==> src/logic/cdp_pkg.sv <==
// Purpose: Constants for the codec host direct register port
// Assumes: 250 MHz core clock, byte-wide asynchronous host bus
// Notes:   Direct addresses are the two host select lines
// Summary of operation
// - Direct address 1 reaches the indirect register chosen by the index.
// - While initializing, address 1 ignores writes and reads 80h.
// - Interrupt flag is the only sticky bit; any status write clears it.
// - Interrupt pin shows the flag only when the pin gate is on.
// - Only DMA count or timer underflow may set the interrupt flag.
// - Interrupt timer ticks every 10 microseconds.
// - Playback ready is 1 when playback data is stale, 0 while valid.
// - Playback channel bit is 0 for right, 1 for left or mono.
// - Playback byte bit is 0 for lower, 1 for upper or 8-bit.
// - Over/underrun bit follows each sample; separate overrun/underrun flags.
// - Capture ready is 1 when capture data is fresh, 0 when stale.
// - Capture channel/byte bits: 0 right/lower, 1 left, mono, upper, 8-bit.
// - Ready and interrupt bits change freely; host rereads for new ones.
// - Consecutive ready indications are spaced about 320 to 600 ns.
// - Status reads 1100 1100 after reset.
// - Address 3 writes playback data and reads capture data.
// - While initializing, playback writes drop and capture reads give 80h.
// - Capture reads step through bytes, hold at last until new sample.
// - Playback writes step bytes; extra writes ignored until sample leaves.
// - Indirect register 0 holds 4-bit left gain and microphone boost.
// - Left source select 00 line, 01 aux 1, 10 microphone; reserved bit 4 reads 0.
// - Index field selects the indirect register; top bit inactive here.
package cdp_pkg;
  localparam int          CLK_MHZ       = 250;
  localparam logic [1:0]  ADR_INDEX     = 2'h0;
  localparam logic [1:0]  ADR_DATA      = 2'h1;
  localparam logic [1:0]  ADR_STATUS    = 2'h2;
  localparam logic [1:0]  ADR_PIO       = 2'h3;
  localparam logic [3:0]  IDX_LEFT_IN   = 4'h0;
  localparam logic [7:0]  INIT_READ     = 8'h80;
  localparam logic [7:0]  STATUS_RST    = 8'hcc;
  localparam logic [6:0]  INDEX_RST     = 7'h40;
  localparam logic [6:0]  INDEX_WMASK   = 7'h6f;
  localparam logic [7:0]  LEFT_IN_RST   = 8'h00;
  localparam logic [7:0]  LEFT_IN_WMASK = 8'hef;
  localparam int          IX_TRD        = 5;
  localparam int          IX_MCE        = 6;
  localparam int          LG_LSB        = 0;
  localparam int          LMB_BIT       = 5;
  localparam int          LSRC_LSB      = 6;
  localparam logic        FMT16_RST     = 1'b0;
  localparam logic        STEREO_RST    = 1'b0;
  localparam int          TICK_US       = 10;
  localparam int          TICK_CYC      = TICK_US * CLK_MHZ;
  localparam logic [11:0] TICK_MAX      = 12'(TICK_CYC - 1);
  localparam int          RDY_GAP_NS    = 320;
  localparam int          RDY_GAP_CYC   = (RDY_GAP_NS * CLK_MHZ + 999) / 1000;
  localparam logic [6:0]  RDY_GAP_MAX   = 7'(RDY_GAP_CYC - 1);
endpackage
==> src/logic/cdp_byte_track.sv <==
// Purpose: Byte position tracker for one PIO sample direction
// Assumes: Bytes go left before right, lower before upper
// Notes:   Format is latched at each sample boundary
module cdp_byte_track
  import cdp_pkg::*;
(
  input  wire logic       clk_i,
  input  wire logic       srst_i,
  input  wire logic       fmt16_i,
  input  wire logic       stereo_i,
  input  wire logic       restart_i,
  input  wire logic       step_i,
  output logic      [2:0] cnt_o,
  output logic            last_o,
  output logic            full_o,
  output logic            chan_flag_o,
  output logic            byte_flag_o
);
  logic       fmt16_reg;
  logic       stereo_reg;
  logic [2:0] cnt_reg;
  logic [2:0] nbytes;
  logic [2:0] half;

  assign nbytes      = 3'h1 << ({2'h0, stereo_reg} + {2'h0, fmt16_reg});
  assign half        = nbytes >> 1;
  assign cnt_o       = cnt_reg;
  assign last_o      = (cnt_reg == nbytes - 3'h1);
  assign full_o      = (cnt_reg == nbytes);
  assign chan_flag_o = ~stereo_reg | (cnt_reg < half);
  assign byte_flag_o = ~fmt16_reg | cnt_reg[0];

  always_ff @(posedge clk_i) begin
    if (srst_i) begin
      fmt16_reg  <= FMT16_RST;
      stereo_reg <= STEREO_RST;
      cnt_reg    <= 3'h0;
    end else if (restart_i) begin
      fmt16_reg  <= fmt16_i;
      stereo_reg <= stereo_i;
      cnt_reg    <= 3'h0;
    end else if (step_i && !full_o) begin
      cnt_reg <= cnt_reg + 3'h1;
    end
  end
endmodule

==> src/logic/cdp_host_port.sv <==
// Purpose: Direct register port of the codec facing the host bus
// Assumes: Host strobes are asynchronous; codec events are on clk_i
// Notes:   Bus data out is valid while host_data_oe_n_o is low
module cdp_host_port
  import cdp_pkg::*;
(
  input  wire logic        clk_i,
  input  wire logic        srst_i,
  input  wire logic        cs_n_i,
  input  wire logic        rd_n_i,
  input  wire logic        wr_n_i,
  input  wire logic [1:0]  direct_select_lines_i,
  input  wire logic [7:0]  host_data_i,
  output logic      [7:0]  host_data_o,
  output logic             host_data_oe_n_o,
  input  wire logic        init_busy_i,
  input  wire logic        irq_pin_gate_i,
  input  wire logic        dma_count_underflow_i,
  input  wire logic        timer_underflow_i,
  input  wire logic        fmt16_i,
  input  wire logic        stereo_i,
  input  wire logic        adc_sample_valid_i,
  input  wire logic [31:0] capture_word_i,
  input  wire logic        dac_sample_take_i,
  output logic      [31:0] playback_word_o,
  output logic             irq_o,
  output logic             timer_tick_o,
  output logic             capture_overrun_flag_o,
  output logic             playback_underrun_flag_o,
  output logic      [3:0]  left_gain_field_o,
  output logic             left_mic_boost_o,
  output logic      [1:0]  left_source_field_o,
  output logic             mode_change_en_o,
  output logic             xfer_req_dis_o
);
  // Pin synchroniser: {cs_n, rd_n, wr_n, addr, data}
  logic [12:0] pin_meta_reg;
  logic [12:0] pin_sync_reg;
  logic        rd_prev_reg;
  logic        wr_prev_reg;
  logic [1:0]  rd_addr_reg;
  logic [1:0]  wr_addr_reg;
  logic [7:0]  wr_data_reg;
  logic [7:0]  rd_data_reg;
  logic        oe_n_reg;
  logic [6:0]  index_reg;
  logic [7:0]  left_ctrl_reg;
  logic        int_reg;
  logic        irq_reg;
  logic        sample_overunder_flag_reg;
  logic        ovr_flag_reg;
  logic        und_flag_reg;
  logic        cap_rdy_reg;
  logic        cap_rdy_pend_reg;
  logic        play_rdy_reg;
  logic        play_rdy_pend_reg;
  logic [6:0]  gap_cnt_reg;
  logic [31:0] cap_word_reg;
  logic [31:0] play_buf_reg;
  logic [31:0] play_word_reg;
  logic [11:0] tick_cnt_reg;
  logic        tick_reg;

  logic        s_cs_n;
  logic        s_rd_n;
  logic        s_wr_n;
  logic [1:0]  s_addr;
  logic        rd_act;
  logic        wr_act;
  logic        rd_start;
  logic        rd_end;
  logic        wr_end;
  logic        wr_ok;
  logic        gap_ok;
  logic        cap_rise;
  logic        play_rise;
  logic        cap_step;
  logic        play_step;
  logic        cap_last;
  logic        cap_done;
  logic        cap_chan;
  logic        cap_byte;
  logic        play_full;
  logic        play_chan;
  logic        play_byte;
  logic        overrun;
  logic        underrun;
  logic        int_next;
  logic [2:0]  cap_cnt;
  logic [2:0]  play_cnt;
  logic [7:0]  status_now;
  logic [7:0]  indexed_rd;
  logic [7:0]  cap_byte_rd;
  logic [7:0]  direct_rd;
  logic [7:0]  rd_next;

  assign s_cs_n   = pin_sync_reg[12];
  assign s_rd_n   = pin_sync_reg[11];
  assign s_wr_n   = pin_sync_reg[10];
  assign s_addr   = pin_sync_reg[9:8];
  assign rd_act   = ~s_cs_n & ~s_rd_n;
  assign wr_act   = ~s_cs_n & ~s_wr_n;
  assign rd_start = rd_act & ~rd_prev_reg;
  assign rd_end   = ~rd_act & rd_prev_reg;
  assign wr_end   = ~wr_act & wr_prev_reg;
  assign wr_ok    = wr_end & ~init_busy_i;

  // Byte trackers for both directions
  cdp_byte_track u_cap_track (
    .clk_i       (clk_i),
    .srst_i      (srst_i),
    .fmt16_i     (fmt16_i),
    .stereo_i    (stereo_i),
    .restart_i   (adc_sample_valid_i),
    .step_i      (cap_step),
    .cnt_o       (cap_cnt),
    .last_o      (cap_last),
    .full_o      (),
    .chan_flag_o (cap_chan),
    .byte_flag_o (cap_byte)
  );

  cdp_byte_track u_play_track (
    .clk_i       (clk_i),
    .srst_i      (srst_i),
    .fmt16_i     (fmt16_i),
    .stereo_i    (stereo_i),
    .restart_i   (dac_sample_take_i),
    .step_i      (play_step),
    .cnt_o       (play_cnt),
    .last_o      (),
    .full_o      (play_full),
    .chan_flag_o (play_chan),
    .byte_flag_o (play_byte)
  );

  // Capture read steps until the last byte, then holds
  assign cap_done  = rd_end & (rd_addr_reg == ADR_PIO) & ~init_busy_i;
  assign cap_step  = cap_done & ~cap_last;
  // Playback write steps until full
  assign play_step = wr_ok & (wr_addr_reg == ADR_PIO);

  // Ready spacing between consecutive samples
  assign gap_ok    = (gap_cnt_reg == RDY_GAP_MAX);
  assign cap_rise  = cap_rdy_pend_reg & gap_ok & ~adc_sample_valid_i;
  assign play_rise = play_rdy_pend_reg & gap_ok & ~play_full & ~cap_rise
                     & ~dac_sample_take_i;
  assign overrun   = adc_sample_valid_i & (cap_rdy_reg | cap_rdy_pend_reg);
  assign underrun  = dac_sample_take_i & ~play_full;

  // Set wins over a host clear
  assign int_next = (dma_count_underflow_i | timer_underflow_i) ? 1'b1 :
                    (wr_end & (wr_addr_reg == ADR_STATUS)) ? 1'b0 : int_reg;

  assign status_now = {cap_byte, cap_chan, cap_rdy_reg, sample_overunder_flag_reg,
                       play_byte, play_chan, play_rdy_reg, int_reg};
  // Only index bits 3:0 decode; the top bit is inactive
  assign indexed_rd  = (index_reg[3:0] == IDX_LEFT_IN) ? left_ctrl_reg
                                                        : 8'h00;
  assign cap_byte_rd = cap_word_reg[{cap_cnt[1:0], 3'b000} +: 8];
  assign direct_rd   = (s_addr == ADR_INDEX) ? {1'b0, index_reg} :
                       (s_addr == ADR_DATA)  ? indexed_rd : cap_byte_rd;
  // Initializing reads give 80h except status
  assign rd_next = (s_addr == ADR_STATUS) ? status_now :
                   init_busy_i ? INIT_READ : direct_rd;

  assign host_data_o              = rd_data_reg;
  assign host_data_oe_n_o         = oe_n_reg;
  assign playback_word_o          = play_word_reg;
  assign irq_o                    = irq_reg;
  assign timer_tick_o             = tick_reg;
  assign capture_overrun_flag_o   = ovr_flag_reg;
  assign playback_underrun_flag_o = und_flag_reg;
  assign left_gain_field_o        = left_ctrl_reg[LG_LSB +: 4];
  assign left_mic_boost_o         = left_ctrl_reg[LMB_BIT];
  assign left_source_field_o      = left_ctrl_reg[LSRC_LSB +: 2];
  assign mode_change_en_o         = index_reg[IX_MCE];
  assign xfer_req_dis_o           = index_reg[IX_TRD];

  always_ff @(posedge clk_i) begin
    if (srst_i) begin
      pin_meta_reg <= 13'h1c00;
      pin_sync_reg <= 13'h1c00;
      rd_prev_reg  <= 1'b0;
      wr_prev_reg  <= 1'b0;
      oe_n_reg     <= 1'b1;
    end else begin
      pin_meta_reg <= {cs_n_i, rd_n_i, wr_n_i, direct_select_lines_i,
                       host_data_i};
      pin_sync_reg <= pin_meta_reg;
      rd_prev_reg  <= rd_act;
      wr_prev_reg  <= wr_act;
      oe_n_reg     <= ~rd_act;
    end
  end

  // One snapshot per read strobe
  always_ff @(posedge clk_i) begin
    if (srst_i) begin
      rd_data_reg <= 8'h00;
      rd_addr_reg <= ADR_INDEX;
      wr_addr_reg <= ADR_INDEX;
      wr_data_reg <= 8'h00;
    end else begin
      if (rd_start) begin
        rd_data_reg <= rd_next;
        rd_addr_reg <= s_addr;
      end
      if (wr_act) begin
        wr_addr_reg <= s_addr;
        wr_data_reg <= pin_sync_reg[7:0];
      end
    end
  end

  // Index and indirect register writes
  always_ff @(posedge clk_i) begin
    if (srst_i) begin
      index_reg     <= INDEX_RST;
      left_ctrl_reg <= LEFT_IN_RST;
    end else if (wr_ok && wr_addr_reg == ADR_INDEX) begin
      index_reg <= wr_data_reg[6:0] & INDEX_WMASK;
    end else if (wr_ok && wr_addr_reg == ADR_DATA &&
                 index_reg[3:0] == IDX_LEFT_IN) begin
      left_ctrl_reg <= wr_data_reg & LEFT_IN_WMASK;
    end
  end

  // Interrupt flag and gated pin
  always_ff @(posedge clk_i) begin
    if (srst_i) begin
      int_reg <= 1'b0;
      irq_reg <= 1'b0;
    end else begin
      int_reg <= int_next;
      irq_reg <= int_reg & irq_pin_gate_i;
    end
  end

  // 10 us timer tick
  always_ff @(posedge clk_i) begin
    if (srst_i) begin
      tick_cnt_reg <= 12'h000;
      tick_reg     <= 1'b0;
    end else begin
      tick_reg     <= (tick_cnt_reg == TICK_MAX);
      tick_cnt_reg <= (tick_cnt_reg == TICK_MAX) ? 12'h000
                                                 : tick_cnt_reg + 12'h001;
    end
  end

  // Per-sample error flags
  always_ff @(posedge clk_i) begin
    if (srst_i) begin
      sample_overunder_flag_reg     <= 1'b0;
      ovr_flag_reg <= 1'b0;
      und_flag_reg <= 1'b0;
    end else if (adc_sample_valid_i || dac_sample_take_i) begin
      sample_overunder_flag_reg <= overrun | underrun;
      if (adc_sample_valid_i) begin
        ovr_flag_reg <= overrun;
      end
      if (dac_sample_take_i) begin
        und_flag_reg <= underrun;
      end
    end
  end

  // Ready bits
  always_ff @(posedge clk_i) begin
    if (srst_i) begin
      cap_rdy_reg       <= 1'b0;
      cap_rdy_pend_reg  <= 1'b0;
      play_rdy_reg      <= 1'b0;
      play_rdy_pend_reg <= 1'b1;
      gap_cnt_reg       <= 7'h00;
    end else begin
      if (adc_sample_valid_i || (cap_done && cap_last)) begin
        cap_rdy_reg <= 1'b0;
      end else if (cap_rise) begin
        cap_rdy_reg <= 1'b1;
      end
      if (adc_sample_valid_i) begin
        cap_rdy_pend_reg <= 1'b1;
      end else if (cap_rise) begin
        cap_rdy_pend_reg <= 1'b0;
      end
      if (dac_sample_take_i || play_full) begin
        play_rdy_reg <= 1'b0;
      end else if (play_rise) begin
        play_rdy_reg <= 1'b1;
      end
      if (dac_sample_take_i) begin
        play_rdy_pend_reg <= 1'b1;
      end else if (play_rise) begin
        play_rdy_pend_reg <= 1'b0;
      end
      if (cap_rise || play_rise) begin
        gap_cnt_reg <= 7'h00;
      end else if (!gap_ok) begin
        gap_cnt_reg <= gap_cnt_reg + 7'h01;
      end
    end
  end

  // Sample data
  always_ff @(posedge clk_i) begin
    if (srst_i) begin
      cap_word_reg  <= 32'h0000_0000;
      play_buf_reg  <= 32'h0000_0000;
      play_word_reg <= 32'h0000_0000;
    end else begin
      if (adc_sample_valid_i) begin
        cap_word_reg <= capture_word_i;
      end
      if (dac_sample_take_i) begin
        play_word_reg <= play_buf_reg;
      end else if (play_step && !play_full) begin
        play_buf_reg[{play_cnt[1:0], 3'b000} +: 8] <= wr_data_reg;
      end
    end
  end
endmodule

==> config.mk <==
export PLATFORM = sky130hd
export DESIGN_NAME = cdp_host_port
export DESIGN_NICKNAME = d
export VERILOG_FILES = /design/src/logic/cdp_pkg.sv /design/src/logic/cdp_byte_track.sv /design/src/logic/cdp_host_port.sv
export SDC_FILE = /design/constraint.sdc
export NUM_CORES = 1
export LEC_CHECK = 0
export BUFFER_PORTS_ARGS = -buffer_cell sky130_fd_sc_hd__buf_2
export CAP_MARGIN = 10
export CORE_MARGIN = 8
export CORE_UTILIZATION = 52
export DETAILED_ROUTE_END_ITERATION = 12
export PLACE_DENSITY = 0.86
export SLEW_MARGIN = 20
export SYNTH_ARGS = -nofsm -noshare
export SYNTH_HDL_FRONTEND = slang
export SYNTH_SLANG_ARGS = --single-unit
==> constraint.sdc <==
create_clock -name clk_i -period 1.7 [get_ports clk_i]
set_input_delay 0.085 -clock clk_i [delete_from_list [all_inputs] [get_ports clk_i]]
set_output_delay 0.085 -clock clk_i [all_outputs]
set_load 0.02 [all_outputs]
=== Yosys cells after proc, flatten, opt, wreduce, memory -nomap -nowiden ===
Cells that the tools add are included.

* Register bits: 197
* Word-level logic and storage cells: 139

* Bitwise operators: 44
* Add/sub/neg operators: 8
* Order comparisons: 2
* Shift-type cells: 5
* Eq/ne operators: 11
* Reduce and logical (&&, ||, !) cells: 27
* Multiplexer cells: 10

{| class="wikitable"
|+ Operator list
! kind !! number
|-
| 2-to-1 mux 8 bit || 5
|-
| bitwise mux 32 bit || 1
|-
| variable shift 8 x 7 -> 32 bit (first input constant) || 1
|-
| indexed part select 32 x 6 -> 8 bit || 1
|-
| indexed part select 8 x 7 -> 32 bit || 1
|-
| bitwise AND 1 bit || 20
|-
| NOT 1 bit || 17
|-
| adder 12 x 1 -> 12 bit (second input constant) || 1
|-
| equality test 12 bit (second input constant) || 1
|-
| OR reduction 2 bit || 6
|-
| equality test 3 bit || 3
|-
| equality test 2 bit (second input constant) || 4
|-
| AND reduction 2 bit || 4
|-
| adder 7 x 1 -> 7 bit (second input constant) || 1
|-
| equality test 7 bit (second input constant) || 1
|-
| negator 5 -> 7 bit || 1
|-
| OR 1 bit || 7
|-
| adder 3 x 1 -> 3 bit (second input constant) || 2
|-
| logical AND 1 bit || 6
|-
| < comparator 3 x 2 -> 1 bit || 2
|-
| left shift 1 x 3 -> 3 bit (first input constant) || 2
|-
| adder 1 x 1 -> 2 bit || 2
|-
| equality test 2 x 1 -> 1 bit (second input constant) || 2
|-
| logical NOT 2 bit || 2
|-
| other kinds (6) || 14
|}

=== Logic depth before layout (Yosys ltp) ===
Gate-level depths: netlist (run 1).

* Depth after elaboration: 9
* Gate-level depth with buffers: 7

=== Modules after synthesis ===
Synthesis (run 1) repeated with hierarchy kept, for this count alone.

* Cells, all modules: 882
* Area total of the unflattened synthesis: 8244.2 µm²

{| class="wikitable"
|+ Modules (own cells, without submodules)
! module !! cells each !! area an instance (µm²) !! instances
|-
| cdp_host_port || 766 || 7210.7 || 1
|-
| cdp_byte_track || 58 || 516.7 || 2
|}

=== Worst setup path after synthesis (run 1) ===
Ideal clock, no wire load.

* Kind: flip-flop to flip-flop
* Start: reg u_play_track.stereo_reg
* End: reg play_buf_reg[0]
* Setup slack: -90 ps
* Data arrival time: 1668 ps
* Clock period less this slack: 1790 ps
* Stages on the path, launching flop included: 7
* Required time: 1578 ps
* Path buffers: 0
* Path through: dfxtp_1 inv_1 ha_1 xnor2_1 a31oi_2 nand3_4 mux2i_1

* Longest elaborated chain between the ends: 6

{| class="wikitable"
|+ RTL lines
! element !! RTL line !! text
|-
| start: declaration || cdp_byte_track.sv:20 || <nowiki>logic stereo_reg;</nowiki>
|-
| start signal: assignment || cdp_byte_track.sv:40 || <nowiki>stereo_reg <= stereo_i;</nowiki>
|-
| adder 1 x 1 -> 2 bit || cdp_byte_track.sv:25 || <nowiki>assign nbytes = 3'h1 << ({2'h0, stereo_reg} + {2'h0, fmt16_reg});</nowiki>
|-
| left shift 1 x 3 -> 3 bit || cdp_byte_track.sv:25 ||
|-
| equality test 3 bit || cdp_byte_track.sv:29 || <nowiki>assign full_o = (cnt_reg == nbytes);</nowiki>
|-
| logical NOT 1 bit || cdp_host_port.sv:318 || <nowiki>end else if (play_step && !play_full) begin</nowiki>
|-
| logical AND 1 bit || cdp_host_port.sv:318 ||
|-
| AND reduction 2 bit (no line) || - ||
|-
| end signal: indexed assignment || cdp_host_port.sv:319 || <nowiki>play_buf_reg[{play_cnt[1:0], 3'b000} +: 8] <= wr_data_reg;</nowiki>
|-
| end: declaration || cdp_host_port.sv:59 || <nowiki>logic [31:0] play_buf_reg;</nowiki>
|}

No other way between the ends.
A chain may end at the register's enable or synchronous reset.

=== Final worst setup path (run 1) ===
* Start: reg index_reg[3]
* End: reg rd_data_reg[6] (netlist: host_data_o[6])

* Longest elaborated chain between the ends: 6

{| class="wikitable"
|+ RTL lines
! element !! RTL line !! text
|-
| start: declaration || cdp_host_port.sv:46 || <nowiki>logic [6:0] index_reg;</nowiki>
|-
| start signal: assignment || cdp_host_port.sv:222 || <nowiki>index_reg <= wr_data_reg[6:0] & INDEX_WMASK;</nowiki>
|-
| logical NOT 4 bit || cdp_host_port.sv:158 || <nowiki>assign indexed_rd = (index_reg[3:0] == IDX_LEFT_IN) ? left_ctrl_reg</nowiki>
|-
| 2-to-1 mux 8 bit || cdp_host_port.sv:158 ||
|-
| 2-to-1 mux 8 bit || cdp_host_port.sv:162 || <nowiki>(s_addr == ADR_DATA) ? indexed_rd : cap_byte_rd;</nowiki>
|-
| 2-to-1 mux 8 bit || cdp_host_port.sv:161 || <nowiki>assign direct_rd = (s_addr == ADR_INDEX) ? {1'b0, index_reg} :</nowiki>
|-
| 2-to-1 mux 8 bit || cdp_host_port.sv:165 || <nowiki>init_busy_i ? INIT_READ : direct_rd;</nowiki>
|-
| 2-to-1 mux 8 bit || cdp_host_port.sv:164 || <nowiki>assign rd_next = (s_addr == ADR_STATUS) ? status_now :</nowiki>
|-
| end signal: assignment || cdp_host_port.sv:206 || <nowiki>rd_data_reg <= rd_next;</nowiki>
|-
| end: declaration || cdp_host_port.sv:44 || <nowiki>logic [7:0] rd_data_reg;</nowiki>
|}

No other way between the ends.

==> flow_metrics.py, run 1 <==
metrics = {
    "worst_setup_path": {
        "crit_arrival_ns": 2.03,
        "setup.worst_path.end_class": "flop",
        "critPathLaunchType": "flop",
        "cp_max_fo": 6,
        "crit_required_ns": 2.04,
        "critical_path_class": "flop to flop",
    },
    "logic_synthesis": {
        "synth_top_family_by_area": "simple AND/OR/NAND/NOR gates",
        "synth_compound_area_share_pct": 6.23,
        "ys_seq_area_share_pct": 48.6,
        "yosysTopAreaCellShare_pct": 48.6,
        "syn_nets": 906,
        "synth_warnings": 0,
        "synth_edf_count": 0,
        "ys.flop_type": "dfxtp_1",
        "synth_area_leader_cell": "dfxtp_1",
        "synthTopCellsByArea": "dfxtp_1, mux2i_1, nor2_1",
        "synth_seq_cells": 197,
        "yosys.area_share.simple_pct": 21.5,
        "yosys.area_share.adder_pct": 2.47,
        "muxShareOfSynthArea_pct": 15.8,
        "synth.most_common_cell": "dfxtp_1",
        "synthCells": 835,
        "synth_top_cells_by_count": "dfxtp_1, nor2_1, mux2i_1",
        "synth.avg_cell_area_um2": 9.71,
        "syn_area_um2": 8110,
        "synth_xor_area_share_pct": 2.27,
        "async_flop_share_pct": 0,
        "synth.distinct_cells": 55,
    },
    "floorplanning": {
        "core_area_um2": 15200,
        "ios": 109,
        "fp.dieH_um": 141,
        "fp.dieArea_um2": 19800,
        "rows": 45,
        "die_x_um": 141,
        "start_util_pct": 53.3,
    },
    "detailed_routing": {
        "finalWirelength_um": 21800,
        "wire_per_inst_um": 18.0,
        "drt-vias-per-instance": 5.59,
        "detail-route-antenna-nets": 0,
        "dr.first_iter.drc_count": 642,
        "drc": 0,
        "num_vias": 6764,
        "drt_first_pass_iters": 7,
    },
    "sta": {
        "fin_skew_ns": 0.00981,
        "worstMarginPinSlew_ns": 0.712,
        "holdWs_ns": 0.0608,
        "max_freq_mhz": 591,
        "drv_slew": 0,
        "fin_ws_ns": 0.00918,
        "fin_tns_setup_ns": 0,
        "finalHoldViolCount": 0,
        "setup_violations": 0,
        "fin_crit_ns": 1.69,
        "maxSlewHeadroom_pct": 52.6,
        "fin_crit_sh_pct": 99.5,
    },
    "min_path": {
        "min_path_type": "input port to flop",
    },
    "clock_tree": {
        "htreeDepth": 4,
        "numCtsBuffers": 17,
        "cts_root_buffer": "clkbuf_16",
        "clkTransAtPathRegs_ns": 0.07,
        "cts_sinks": 197,
        "tritoncts": "yes",
        "clock_latency_ns": 0.44,
        "clockBufferDepth": 2,
    },
    "layout": {
        "num-nets-final": 1081,
        "fin_util_pct": 67.7,
        "finalNonFillerCells": 1210,
        "drive_gt1_share_pct": 23.7,
        "fillers": 1072,
        "syn_to_final_growth_pct": 26.9,
        "antennaDiodeCount": 0,
    },
    "power_and_ir_drop": {
        "peakVddDrop_mv": 0.834,
        "p_leak_nw": 4.49,
        "powerDensity_nw_per_um2": 912,
    },
    "place": {
        "port_buffers": 108,
        "gp_congestion": 0.878,
        "place_inst": 1125,
        "dp_hpwl_um": 13400,
        "pre_cts_slack_ns": -0.0435,
    },
    "outcome": {
        "status": "complete, no violations",
    },
    "grt": {
        "grt_pass1_wl_um": 33500,
        "antenna_found_initial": 0,
        "grt_usage_pct": 21.2,
        "grt_pass1_vias": 6690,
        "grt_max_degree": 72,
        "overflow": 0,
    },
    "job": {
        "maxCapViolations": 0,
    },
}
## metrics by stage
stage	total power, mW	area, µm²
6_report	9.39	10300
5_1_grt	9.69	10300
4_1_cts	9.36	10100
3_5_place_dp	5.45	9050
3_3_place_gp	5.43	9050
2_1_floorplan	5.25	8150
## cells in the final DEF, fill, tap and decap left out, types with 14 or more instances in the layout
cell | netlist | final
a21oi_1 | 42 | 40
buf_2 | 5 | 107
buf_4 | 0 | 40
clkbuf_16 | 0 | 17
dfxtp_1 | 197 | 187
dlygate4sd3_1 | 0 | 50
mux2i_1 | 111 | 111
nand2_1 | 73 | 73
nand2b_1 | 38 | 38
nand3_1 | 20 | 19
nor2_1 | 117 | 117
nor2b_1 | 32 | 32
xor2_1 | 14 | 14
## final timing paths
path / endpoint / cells after the start / from / slack (ns)
worst min register to register: pin_sync_reg[10] / 1 / pin_meta_reg[10] / 0.41
worst max register to register: host_data_o[6] / 5 / index_reg[3] / 0.009
worst min-delay path: cap_rdy_reg / 2 / adc_sample_valid_i / 0.06
worst max-delay path: host_data_o[6] / 5 / index_reg[3] / 0.009
## logic make-up after synthesis
| logic type | Yosys count |
|---|---|
| adders and majority gates | 16 |
| buffers and inverters | 60 |
| AOI/OAI and AO/OA | 82 |
| and+or+nand+nor | 341 |
| DFF | 197 |
| muxes | 118 |
| xor gates and xnor gates | 21 |
## worst max-delay path: stages (launching register included)
cell and delay, ns:
dfxtp_2 0.35, nor4_4 0.26, buf_4 0.19, a21oi_2 0.07
or4_1 0.42, a311oi_2 0.30
## where the power goes
part / switching (mW) / internal (mW) / total, mW
clock: 1.80 / 2.08 / 3.88
combinational: 0.359 / 0.363 / 0.722
sequential: 0.0749 / 4.72 / 4.79
## routing by layer
metal  vias to the layer above  routed length [µm]  track usage, %
met5                         -                   0               0
met4                         0                 999            12.5
met3                        68                1570            5.84
met2                       289               10800            35.5
met1                      3218                8440            24.0
li1                       3189                   -               -
## repair_timing
| action | 4_1_cts | 5_1_grt |
|---|---|---|
| resized for setup | 4 | 28 |
| endpoints found under the setup margin | 46 | 57 |
| setup buffers | 1 | 3 |
| pin swaps | 3 | 6 |
| hold buffers | 50 | 0 |
| endpoints found under the hold margin | 51 | 0 |
## final cells by class
type                            count  area, µm²  area share, %
Timing Repair Buffer              201       1420           13.8
Multi-Input combinational cell    578       4060           39.4
Inverter                           15       56.3          0.547
Tap cell                          188        235           2.29
Clock inverter                     12        123           1.19
Sequential cell                   197       3960           38.5
Clock buffer                       19        443           4.30
(Power assumes the default switching activity.)
==> inputs of run 2 (changes only) <==
Settings changed: REMOVE_ABC_BUFFERS set to 1, SLEW_MARGIN 20 to not set.
==> flow_metrics.py, run 2 (synthesis gave the netlist of run 1 again) <==
metrics = {
    "sta": {
        "rsz0062_at_grt": "yes",
        "drv_slew": 0,
        "setup_violations": 3,
        "max_freq_mhz": 575,
        "fin_skew_ns": 0.00939,
        "fin_crit_sh_pct": 102,
        "finalHoldViolCount": 0,
        "fin_ws_ns": -0.0386,
        "worstMarginPinSlew_ns": 0.683,
        "maxSlewHeadroom_pct": 54.2,
        "holdWs_ns": 0.0858,
        "fin_crit_ns": 1.74,
    },
    "place": {
        "dp_hpwl_um": 12800,
        "port_buffers": 108,
        "gp_congestion": 0.905,
    },
    "detailed_routing": {
        "detail-route-antenna-nets": 0,
        "drt_first_pass_iters": 5,
        "wl_met1_um": 8750,
        "dr.first_iter.drc_count": 554,
        "finalWirelength_um": 21200,
        "highest_layer": "met4",
        "drc": 0,
        "wl_met2_um": 10700,
        "num_vias": 6685,
        "met3_length_um": 1250,
        "drt-vias-per-instance": 5.51,
        "wire_per_inst_um": 17.5,
    },
    "power_and_ir_drop": {
        "powerDensity_nw_per_um2": 930,
        "peakVddDrop_mv": 0.856,
        "total_power_mw": 9.61,
        "p_leak_nw": 4.52,
    },
    "min_path": {
        "hp-start": "dac_sample_take_i",
        "hold_path_depth": 3,
        "min_path_type": "input port to flop",
        "min_to": "sample_overunder_flag_reg",
    },
    "floorplanning": {
        "start_util_pct": 53.3,
        "die_x_um": 141,
        "ios": 109,
        "rows": 45,
        "fp.dieH_um": 141,
        "core_area_um2": 15200,
        "fp.dieArea_um2": 19800,
    },
    "worst_setup_path": {
        "worstReg2RegEnd": "host_data_o[0]",
        "cp_slowest_cell": "or4_1",
        "crit_arrival_ns": 2.10,
        "critical_path.max_stage_delay_ns": 0.43,
        "cp_common_cell": "buf_4",
        "crit_start": "index_reg[0]",
        "r2r_slack_ns": -0.04,
        "cp_max_fo": 4,
        "crit_required_ns": 2.06,
        "critPathLaunchType": "flop",
        "setup.worst_path.end_class": "flop",
        "crit_chain": "nor4_4, buf_4, buf_4, a21oi_1, or4_1, a211oi_2",
        "reg2reg_depth": 6,
        "critical_path_class": "flop to flop",
        "r2r-start": "index_reg[0]",
    },
    "clock_tree": {
        "clock_latency_ns": 0.44,
        "clockBufferDepth": 2,
        "clkTransAtPathRegs_ns": 0.07,
        "cts_sinks": 197,
        "numCtsBuffers": 17,
        "cts_root_buffer": "clkbuf_16",
        "htreeDepth": 4,
        "tritoncts": "yes",
    },
    "grt": {
        "grt_max_degree": 61,
        "antenna_found_initial": 0,
        "grt_pass1_vias": 6794,
        "grt_usage_pct": 21.1,
        "overflow": 0,
        "grt_pass1_wl_um": 33600,
    },
    "layout": {
        "mostFrequentLayoutCells": "dfxtp_1, nor2_1, mux2i_1, buf_2, nand2_1",
        "fillers": 1076,
        "final_common_cell": "dfxtp_1",
        "syn_to_final_growth_pct": 27.4,
        "num-nets-final": 1085,
        "drive_gt1_share_pct": 24.0,
        "antennaDiodeCount": 0,
    },
    "outcome": {
        "violations": "negative setup slack",
        "status": "complete, but fails checks",
    },
    "job": {
        "maxCapViolations": 0,
    },
}
## run 2: cell types whose count changed in the layout (fill, tap and decap cells not counted), sizes merged
| cell | before | now |
|---|---|---|
| inv | 19 | 18 |
| dlygate4sd3 | 50 | 51 |
| clkinv | 5 | 4 |
| bufinv | 1 | 3 |
| clkbuf | 19 | 18 |
| buf | 151 | 154 |
## run 2: stage by stage
step	util, %	setup slack [ns]	TNS (ns)	instance area, µm²	std cells
after floorplan	-	-0.0902	-2.97	7910	790
after global placement	59.2	-0.0236	-0.0295	9000	1126
after detailed placement	59.2	-0.0478	-1.20	9000	1126
after CTS	66.9	0.00103	0	10200	1209
after global routing	68.0	-0.0730	-0.409	10300	1213
final	68.0	-0.0386	-0.0671	10300	1213
## run 2: worst max-delay path: cells and delay by family (launching register included)
kind | cells | cell delay (ns)
AO/OA/AOI/OAI | 2 | 0.25
AND/OR/NAND/NOR | 2 | 0.75
buffers and inverters | 2 | 0.32
flip-flops | 1 | 0.34
## run 2: final cells by class
type	instances	area, µm²	share of cell area, %
Clock inverter	12	151	1.46
Clock buffer	18	439	4.25
Inverter	15	56.3	0.545
Sequential cell	197	3960	38.3
Tap cell	188	235	2.28
Timing Repair Buffer	205	1430	13.8
Multi-Input combinational cell	578	4060	39.3
## run 2: worst max-delay path by stage
stage,end
after CTS,host_data_o[6]
after global routing,host_data_o[0]
after floorplan,play_buf_reg[0]
after global placement,host_data_o[3]
final,host_data_o[0]
after detailed placement,play_buf_reg[10]
## run 2: per-layer routing
| layer | global-route usage, % | vias to the layer above |
|---|---|---|
| met5 | 0 | - |
| met3 | 5.57 | 52 |
| li1 | - | 3195 |
| met4 | 8.03 | 0 |
| met2 | 37.2 | 239 |
| met1 | 23.9 | 3199 |
## run 2: power by group
part | switching, mW | internal (mW)
clock network | 1.78 | 2.34
logic | 0.353 | 0.355
registers | 0.0680 | 4.72
total | 2.20 | 7.41
## run 2: what timing repair did
action / in CTS / in global routing
endpoints found under the setup margin: 38 / 52
pin swaps: 3 / 9
setup buffers: 2 / 4
hold buffers: 51 / 0
resized for setup: 10 / 31
cloned: 0 / 0
endpoints found under the hold margin: 52 / 0
